**src/rtl/psf_pkg.sv**
```systemverilog
// Constants and carrier types for the port-select / status / frequency-counter register slice
//
// Contract
// - Self-test CRC errors counted, saturating at 255
// - New self-test or clear bit zeroes counter
// - Secondary pick reads second port error count
// - Pin status low reflects sampled pin levels
// - Secondary pick shows second link pin levels
// - Pin status high bit 0 shows pin 8
// - Second address enable answers device address plus one
// - Second address reaches second port and shared
// - Secondary pick: write/read second port and shared
// - Primary pick: write/read first port and shared
// - Both picks set: reads return second port
// - Secondary pick steers pin controls to remote
// - Second address enable overrides both pick bits
// - Counter write starts interval of value times 40ns
// - Counter read returns last completed interval count
// - Frequency count saturates at 0xFF, no wrap
package psf_pkg;

    // Register offsets
    localparam logic [7:0] OFS_BC_ERR   = 8'h1B;
    localparam logic [7:0] OFS_PIN_LO   = 8'h1C;
    localparam logic [7:0] OFS_PIN_HI   = 8'h1D;
    localparam logic [7:0] OFS_PORT_SEL = 8'h1E;
    localparam logic [7:0] OFS_FREQ     = 8'h1F;

    // Port select field positions
    localparam int SEL_P0_BIT    = 0;
    localparam int SEL_P1_BIT    = 1;
    localparam int SEL_ADDR2_BIT = 2;
    localparam int SEL_WIDTH     = 3;

    // Reset values
    localparam logic [2:0] PORT_SEL_RST = 3'h1;
    localparam logic [7:0] BC_ERR_RST   = 8'h00;
    localparam logic [7:0] FREQ_RST     = 8'h00;

    // Saturation ceiling and second address step
    localparam logic [7:0] CNT_MAX   = 8'hFF;
    localparam logic [6:0] ADDR2_INC = 7'h01;

    // Interval timing: one oscillator period in system clocks
    localparam int         OSC_PERIOD_NS = 40;
    localparam int         CLK_PERIOD_NS = 5;
    localparam int         OSC_CYC_INT   = OSC_PERIOD_NS / CLK_PERIOD_NS;
    localparam logic [3:0] OSC_CYC       = 4'(OSC_CYC_INT);

    // Register access request from the two-wire slave engine
    typedef struct packed {
        logic       valid;
        logic       write;
        logic [6:0] slave;
        logic [7:0] offset;
        logic [7:0] wdata;
    } psf_req_s;

    // Answer to a request
    typedef struct packed {
        logic       hit;
        logic       own;
        logic [7:0] rdata;
    } psf_rsp_s;

    // Steering of the access to per-port and shared register banks
    typedef struct packed {
        logic wr_port0;
        logic wr_port1;
        logic wr_shared;
        logic rd_port1;
    } psf_route_s;

    typedef enum logic [1:0] {
        FQ_IDLE = 2'b01,
        FQ_RUN  = 2'b10
    } psf_freq_e;

    function automatic logic [7:0] sat_inc(input logic [7:0] v);
        sat_inc = (v == CNT_MAX) ? v : 8'(v + 8'h01);
    endfunction

endpackage

```
**src/rtl/psf_freq_meter.sv**
```systemverilog
// Pixel clock edge counter over a timed oscillator interval
`timescale 1ns/100ps
module psf_freq_meter (
    // Clock and reset
    input  wire logic       clk_sys_i,
    input  wire logic       rstn_i,
    // Control
    input  wire logic       start_i,
    input  wire logic [7:0] interval_i,
    // Measured clock pin
    input  wire logic       pix_clk_i,
    // Result and busy
    output logic [7:0]      result_o,
    output logic            busy_o
);

    logic             pix_s1_q, pix_s2_q, pix_s3_q;
    psf_pkg::psf_freq_e state_q, state_d;
    logic [3:0]       sub_q, sub_d;
    logic [7:0]       ticks_q, ticks_d;
    logic [7:0]       cnt_q, cnt_d;
    logic [7:0]       result_q, result_d;
    logic             edge_seen;

    // Edge taken after the second stage only
    assign edge_seen = pix_s2_q & ~pix_s3_q;

    always_comb begin
        state_d  = state_q;
        sub_d    = sub_q;
        ticks_d  = ticks_q;
        cnt_d    = cnt_q;
        result_d = result_q;
        case (state_q)
            psf_pkg::FQ_RUN: begin
                if (edge_seen) begin
                    cnt_d = psf_pkg::sat_inc(cnt_q);
                end
                if (sub_q == 4'(psf_pkg::OSC_CYC - 4'h1)) begin
                    sub_d   = 4'h0;
                    ticks_d = 8'(ticks_q - 8'h01);
                    if (ticks_q == 8'h01) begin
                        state_d  = psf_pkg::FQ_IDLE;
                        result_d = edge_seen ? psf_pkg::sat_inc(cnt_q) : cnt_q;
                    end
                end else begin
                    sub_d = 4'(sub_q + 4'h1);
                end
            end
            default: begin
                state_d = psf_pkg::FQ_IDLE;
            end
        endcase
        // A new write restarts, even mid-interval
        if (start_i) begin
            sub_d   = 4'h0;
            ticks_d = interval_i;
            cnt_d   = 8'h00;
            if (interval_i == 8'h00) begin
                state_d  = psf_pkg::FQ_IDLE;
                result_d = 8'h00;
            end else begin
                state_d = psf_pkg::FQ_RUN;
            end
        end
    end

    always_ff @(posedge clk_sys_i or negedge rstn_i) begin
        if (!rstn_i) begin
            pix_s1_q <= 1'b0;
            pix_s2_q <= 1'b0;
            pix_s3_q <= 1'b0;
            state_q  <= psf_pkg::FQ_IDLE;
            sub_q    <= 4'h0;
            ticks_q  <= 8'h00;
            cnt_q    <= 8'h00;
            result_q <= psf_pkg::FREQ_RST;
        end else begin
            pix_s1_q <= pix_clk_i;
            pix_s2_q <= pix_s1_q;
            pix_s3_q <= pix_s2_q;
            state_q  <= state_d;
            sub_q    <= sub_d;
            ticks_q  <= ticks_d;
            cnt_q    <= cnt_d;
            result_q <= result_d;
        end
    end

    // Sampled, so pixel clocks above half of clk_sys alias low
    assign result_o = result_q;
    assign busy_o   = (state_q == psf_pkg::FQ_RUN);

endmodule

```
**src/rtl/psf_port_status_regs.sv**
```systemverilog
// Register slice: self-test error count, pin status, port select, frequency counter
`timescale 1ns/100ps
module psf_port_status_regs (
    // Clock and reset
    input  wire logic                  clk_sys_i,
    input  wire logic                  rstn_i,
    // Register access from the two-wire slave engine
    input  wire psf_pkg::psf_req_s     req_i,
    input  wire logic [6:0]            dev_id_i,
    output psf_pkg::psf_rsp_s          rsp_o,
    output psf_pkg::psf_route_s        route_o,
    // Self-test back channel
    input  wire logic                  built_in_self_test_active_i,
    input  wire logic                  built_in_self_test_start_i,
    input  wire logic                  bc_err_clear_i,
    input  wire logic [1:0]            bc_crc_err_i,
    // Pin levels
    input  wire logic [3:0]            gpio_pin_i,
    input  wire logic [3:0]            reg_pin_i,
    input  wire logic [3:0]            remote_pin_i,
    input  wire logic                  pix_clk_i,
    // Port steering and frequency counter busy
    output logic                       addr2_en_o,
    output logic                       gpio_remote_ctrl_o,
    output logic                       freq_busy_o
);

    // Pin synchronisers
    logic [3:0]            gpio_s1_q, gpio_s2_q;
    logic [3:0]            reg_s1_q, reg_s2_q;

    // Register state
    logic [2:0]            sel_q, sel_d;
    logic [7:0]            err0_q, err0_d;
    logic [7:0]            err1_q, err1_d;
    psf_pkg::psf_rsp_s     rsp_q, rsp_d;
    psf_pkg::psf_route_s   route_q, route_d;
    logic                  remote_q, remote_d;

    // Decode
    logic                  hit_pri;
    logic                  hit_sec;
    logic                  hit_any;
    logic                  own;
    logic                  wr_own;
    logic                  p0_pick;
    logic                  p1_pick;
    logic                  view1;
    logic                  freq_start;
    logic [7:0]            freq_result;
    logic                  freq_busy;

    // Second address enable overrides both pick bits
    assign p0_pick = sel_q[psf_pkg::SEL_P0_BIT] & ~sel_q[psf_pkg::SEL_ADDR2_BIT];
    assign p1_pick = sel_q[psf_pkg::SEL_P1_BIT] & ~sel_q[psf_pkg::SEL_ADDR2_BIT];

    assign hit_pri = req_i.valid && (req_i.slave == dev_id_i);
    assign hit_sec = req_i.valid && sel_q[psf_pkg::SEL_ADDR2_BIT] && !hit_pri
                     && (req_i.slave == 7'(dev_id_i + psf_pkg::ADDR2_INC));
    assign hit_any = hit_pri | hit_sec;

    assign own = (req_i.offset >= psf_pkg::OFS_BC_ERR) && (req_i.offset <= psf_pkg::OFS_FREQ);
    assign wr_own = hit_any & req_i.write & own;

    // Second port view: second address, or secondary pick on primary
    assign view1 = hit_sec | (hit_pri & p1_pick);

    assign freq_start = wr_own && (req_i.offset == psf_pkg::OFS_FREQ);

    psf_freq_meter u_freq (
        .clk_sys_i  (clk_sys_i),
        .rstn_i     (rstn_i),
        .start_i    (freq_start),
        .interval_i (req_i.wdata),
        .pix_clk_i  (pix_clk_i),
        .result_o   (freq_result),
        .busy_o     (freq_busy)
    );

    // Port select register
    always_comb begin
        sel_d = sel_q;
        if (wr_own && (req_i.offset == psf_pkg::OFS_PORT_SEL)) begin
            sel_d = req_i.wdata[psf_pkg::SEL_WIDTH-1:0];
        end
    end

    // Self-test error counters; start or clear in the same cycle as an error keeps that error
    always_comb begin
        err0_d = err0_q;
        err1_d = err1_q;
        if (built_in_self_test_start_i || bc_err_clear_i) begin
            err0_d = 8'h00;
            err1_d = 8'h00;
        end
        if (built_in_self_test_active_i && bc_crc_err_i[0]) begin
            err0_d = psf_pkg::sat_inc(err0_d);
        end
        if (built_in_self_test_active_i && bc_crc_err_i[1]) begin
            err1_d = psf_pkg::sat_inc(err1_d);
        end
    end

    // Bank steering of the access
    always_comb begin
        route_d = '0;
        if (hit_sec) begin
            route_d.wr_port1  = req_i.write;
            route_d.wr_shared = req_i.write;
            route_d.rd_port1  = ~req_i.write;
        end else if (hit_pri) begin
            route_d.wr_shared = req_i.write;
            if (sel_q[psf_pkg::SEL_ADDR2_BIT]) begin
                route_d.wr_port0 = req_i.write;
            end else begin
                route_d.wr_port0 = req_i.write & p0_pick;
                route_d.wr_port1 = req_i.write & p1_pick;
            end
            route_d.rd_port1 = ~req_i.write & p1_pick;
        end
    end

    // Pin controls 3..0 drive the second link while secondary pick holds
    always_comb begin
        remote_d = p1_pick;
    end

    // Read data
    always_comb begin
        rsp_d       = '0;
        rsp_d.hit   = hit_any;
        rsp_d.own   = hit_any & own;
        if (hit_any && !req_i.write) begin
            if (req_i.offset == psf_pkg::OFS_BC_ERR) begin
                rsp_d.rdata = view1 ? err1_q : err0_q;
            end else if (req_i.offset == psf_pkg::OFS_PIN_LO) begin
                rsp_d.rdata[7:5] = reg_s2_q[2:0];
                rsp_d.rdata[4]   = 1'b0;
                rsp_d.rdata[3:0] = view1 ? remote_pin_i : gpio_s2_q;
            end else if (req_i.offset == psf_pkg::OFS_PIN_HI) begin
                rsp_d.rdata = {7'h00, reg_s2_q[3]};
            end else if (req_i.offset == psf_pkg::OFS_PORT_SEL) begin
                rsp_d.rdata = {5'h00, sel_q};
            end else if (req_i.offset == psf_pkg::OFS_FREQ) begin
                rsp_d.rdata = freq_result;
            end else begin
                rsp_d.rdata = 8'h00;
            end
        end
    end

    always_ff @(posedge clk_sys_i or negedge rstn_i) begin
        if (!rstn_i) begin
            gpio_s1_q <= 4'h0;
            gpio_s2_q <= 4'h0;
            reg_s1_q  <= 4'h0;
            reg_s2_q  <= 4'h0;
            sel_q     <= psf_pkg::PORT_SEL_RST;
            err0_q    <= psf_pkg::BC_ERR_RST;
            err1_q    <= psf_pkg::BC_ERR_RST;
            rsp_q     <= '0;
            route_q   <= '0;
            remote_q  <= 1'b0;
        end else begin
            gpio_s1_q <= gpio_pin_i;
            gpio_s2_q <= gpio_s1_q;
            reg_s1_q  <= reg_pin_i;
            reg_s2_q  <= reg_s1_q;
            sel_q     <= sel_d;
            err0_q    <= err0_d;
            err1_q    <= err1_d;
            rsp_q     <= rsp_d;
            route_q   <= route_d;
            remote_q  <= remote_d;
        end
    end

    // Busy is registered once more so every output leaves a flop of this module
    logic freq_busy_q;

    always_ff @(posedge clk_sys_i or negedge rstn_i) begin
        if (!rstn_i) begin
            freq_busy_q <= 1'b0;
        end else begin
            freq_busy_q <= freq_busy;
        end
    end

    assign rsp_o              = rsp_q;
    assign route_o            = route_q;
    assign addr2_en_o         = sel_q[psf_pkg::SEL_ADDR2_BIT];
    assign gpio_remote_ctrl_o = remote_q;
    assign freq_busy_o        = freq_busy_q;

endmodule

```
**config.mk**
```make
export PLATFORM = sky130hd
export DESIGN_NAME = psf_port_status_regs
export DESIGN_NICKNAME = d
export VERILOG_FILES = /design/src/rtl/psf_pkg.sv /design/src/rtl/psf_freq_meter.sv /design/src/rtl/psf_port_status_regs.sv
export SDC_FILE = /design/constraint.sdc
export NUM_CORES = 1
export LEC_CHECK = 0
export ABC_AREA = 1
export CORE_MARGIN = 3
export CORE_UTILIZATION = 35
export DETAILED_ROUTE_END_ITERATION = 8
export DONT_BUFFER_PORTS = 1
export PLACE_DENSITY_LB_ADDON = 0.05
export SETUP_SLACK_MARGIN = 0.2
export SLEW_MARGIN = 20
export SYNTH_ARGS = -nofsm -noshare
export SYNTH_HDL_FRONTEND = slang
export SYNTH_HIERARCHICAL = 1
export SYNTH_SLANG_ARGS = --single-unit
```
**constraint.sdc**
```tcl
create_clock -name clk_sys_i -period 5.6 [get_ports clk_sys_i]
set_clock_uncertainty 0.05 [all_clocks]
set_input_delay 0.84 -clock clk_sys_i [delete_from_list [all_inputs] [get_ports clk_sys_i]]
set_output_delay 0.84 -clock clk_sys_i [all_outputs]
set_load 0.02 [all_outputs]
```
==> flow_summary_export.csv <==
group,metric,value,unit
run_status,status,"complete, no violations",
power_and_ir_drop,p_leak,0.002497,uW
synthesis,synth_most_common_cell,"nand2_1",
synthesis,synth_area_per_cell,8.012,sq um
layout,diodes,0,
critical_path,critPathLaunchType,"input port",
floorplanning,die_w,121.7,microns
synthesis,async_reset_ff_frac,1.000,
critical_path,end_kind,"register",
clock_tree,clk_pin_slew,0.06,ns
drt,vias_per_cell,4.750,
synthesis,synth-seq-cells,84,
critical_path,cpMaxStageDelayCell,"nor4_4",
critical_path,max_stage_delay,0.52,ns
synthesis,ys_warn_count,6,
critical_path,critPathBufInv,3,
power_and_ir_drop,power_density,238.8,mW/mm^2
synthesis,synthFlopType,"dfrtp_1",
clock_tree,cts-htree-levels,3,
layout,design_area,0.005146,sq mm
synthesis,synth_area_leader_cell,"dfrtp_1",
global_route,antenna_found_initial,0,
drt,detail-route-antenna-nets,0,
critical_path,crit_start,"dev_id_i[0]",
sta,slew_headroom,0.5515,
sta,finalSetupTns,0,ns
clock_tree,clk_latency,0.35,ns
synthesis,netlist_instances,585,
synthesis,yosys-top-cells-area,"dfrtp_1, nand2_1, inv_1, nand3_1, nor2_1",
flow_run,cap_viol_max_count,0,
synthesis,synth.top_cells.by_count,"nand2_1, inv_1, dfrtp_1",
clock_tree,cts_hold_buf,0,
placed_design,placed_area,0.004857,sq mm
clock_tree,root_buffer,"clkbuf_16",
synthesis,ys_types,49,
global_route,grt.overflow.total,0,
clock_tree,ctsResizeCount,0,
floorplanning,start_util,0.3640,
drt,drtPass1Iterations,4,
sta,fmax,331.2,MHz
synthesis,ys_seq_area_frac,0.4490,
critical_path,cp_cell_sequence,"ha_1, inv_1, nand2_1, nand3_1, nor2_1, nand2_1, nor2_4, nand2_4, nand2_4, nand3b_4, nor4_4, inv_1, o21ai_2, inv_1, nand2_1, o221ai_1",
clock_tree,tritoncts,"built",
placed_design,dp_hpwl,8113,microns
floorplanning,core,0.01288,sq mm
placed_design,gp_congestion,0.8691,
global_route,grt_pass1_wl,17710,microns
placed_design,io_buffers,0,
floorplanning,row_count,41,
clock_tree,cts-buffers-inserted,9,
drt,first_iter_violations,131,
floorplanning,io_pins,69,
critical_path,crit_required,5.77,ns
layout,syn2layout_area_growth,9.797,%
floorplanning,dieArea,0.01482,sq mm
sta,setup_viol,0,
drt,drc_errors,0,
global_route,grt_pass1_vias,3546,
global_route,grt.total_usage,0.1533,
critical_path,cp_top_family,"simple AND/OR/NAND/NOR gates",
sta,worst_pin_slew,0.6677,ns
clock_tree,clock_path_buffers,2,
clock_tree,post-cts-setup-buffer-count,0,
sta,final_hold_viol_count,0,
synthesis,syn_area,0.004687,sq mm
sta,rsz0062_at_grt,"false",
drt,vias,3643,
hold_path,hold_class,"input port to async pin",
layout,drive_gt1_frac,0.1412,
synthesis,synth-edff-count,0,
floorplanning,fp.dieH,121.7,microns
power_and_ir_drop,ir_drop,0.1405,mV
clock_tree,numClockSinks,84,
critical_path,regToRegStartpoint,"sel_q[2]",
layout,nNetsFinal,649,
critical_path,cp_data_arrival_time,3.19,ns
sta,period_minus_slack,3.019,ns
sta,final_max_slew_viol_count,0,
critical_path,path_class,"input port to register",
synthesis,synth_nets,644,
global_route,grt_max_degree,85,
synthesis,synth_top_area_share,0.4378,
sta,finalCritPeriodShare,0.5391,
critical_path,worstPathMaxFanout,8,
drt,wire_per_inst,14.03,microns
drt,routed_wl,10760,microns
## cell type report
cell class                      instances  area, sq um
Inverter                              106        405.4
Clock buffer                           12        256.5
Tap cell                              172        215.2
Clock inverter                          4        23.77
Sequential cell                        84         2105
Multi-Input combinational cell        389         2141
Fill cell                            1324         7730
## metal layers
layer / share of wire / wire, microns / GRT usage / vias to the layer above
li1: - / - / - / 1860
met1: 0.49 / 5228 / 0.2082 / 1706
met2: 0.45 / 4867 / 0.2339 / 63
met3: 0.042 / 457 / 0.04039 / 14
met4: 0.019 / 205 / 0.06022 / 0
met5: 0 / 0 / 0 / -
## state kept, by name (all words and copies together), names as in the netlist
name,cells
u_freq/state_q,2
u_freq/sub_q,4
reg_s1_q,4
route_o,4
u_freq/cnt_q,8
reg_s2_q,4
u_freq/ticks_q,8
err0_q,8
gpio_s2_q,4
err1_q,8
u_freq/pix_s3_q,1
u_freq/result_o,8
u_freq/pix_s1_q,1
rsp_o,10
u_freq/pix_s2_q,1
gpio_s1_q,4
gpio_remote_ctrl_o,1
freq_busy_o,1
sel_q,3
## per-stage QoR
step                worst slack, ns  instances  total power [uW]  utilization  hold slack (ns)
floorplan                     2.769        585             669.2            -           0.2812
global placement              1.956        751             678.9       0.3772           0.2825
detailed placement            1.799        751             678.8       0.3772           0.2858
CTS                           2.141        767              1256       0.3990           0.1237
global route                  2.320        767              1283       0.3997           0.1132
finish                        2.581        767              1229       0.3997           0.1347
## placed cells by master (no fill, tap or decap), types with 2 or more instances in the layout
cell type / instances
clkinv_1: 2
o21ai_0: 13
nor2_1: 54
a21oi_1: 4
nand3_1: 48
nand2_4: 3
o221ai_1: 5
ha_1: 7
a221oi_1: 2
clkbuf_16: 9
nand3_2: 4
or2_2: 5
a21oi_2: 8
or2_1: 2
nand4_1: 6
o211ai_1: 6
nor3_1: 8
o21ai_1: 21
nor3_2: 3
xnor2_1: 4
xor2_1: 12
clkinv_2: 3
nand2_1: 136
dfstp_2: 2
inv_1: 90
inv_2: 12
o22ai_1: 2
nor2_4: 8
clkbuf_8: 2
nor2_2: 5
nand2_2: 8
dfrtp_1: 82
## power breakdown
part	internal (uW)	switching (uW)
clock network	323	238
logic	15.7	32.1
registers	616	4.40
## worst paths after layout
| check | endpoint | slack [ns] | cells past startpoint |
|---|---|---|---|
| min in group clk_sys_i | u_freq/pix_s2_q | 0.30 | 0 |
| max in group asynchronous | u_freq/state_q[0] | 5.14 | 0 |
| hold / removal | sel_q[1] | 0.13 | 0 |
| setup / recovery | u_freq/ticks_q[0] | 2.58 | 16 |
| hold reg to reg | u_freq/pix_s2_q | 0.30 | 0 |
| setup reg to reg | u_freq/ticks_q[0] | 2.88 | 13 |
## cell families after synthesis
logic type      after synthesis  share of synthesized area
xor+xnor                     17                    0.03337
simple gates                298                     0.3099
flops                        84                     0.4490
compound gates               66                    0.08916
fa+ha+maj                     7                    0.01869
buf+inv                     112                    0.09744
mux                           1                   0.002402
No activity file was read; power rests on OpenSTA's default activity.
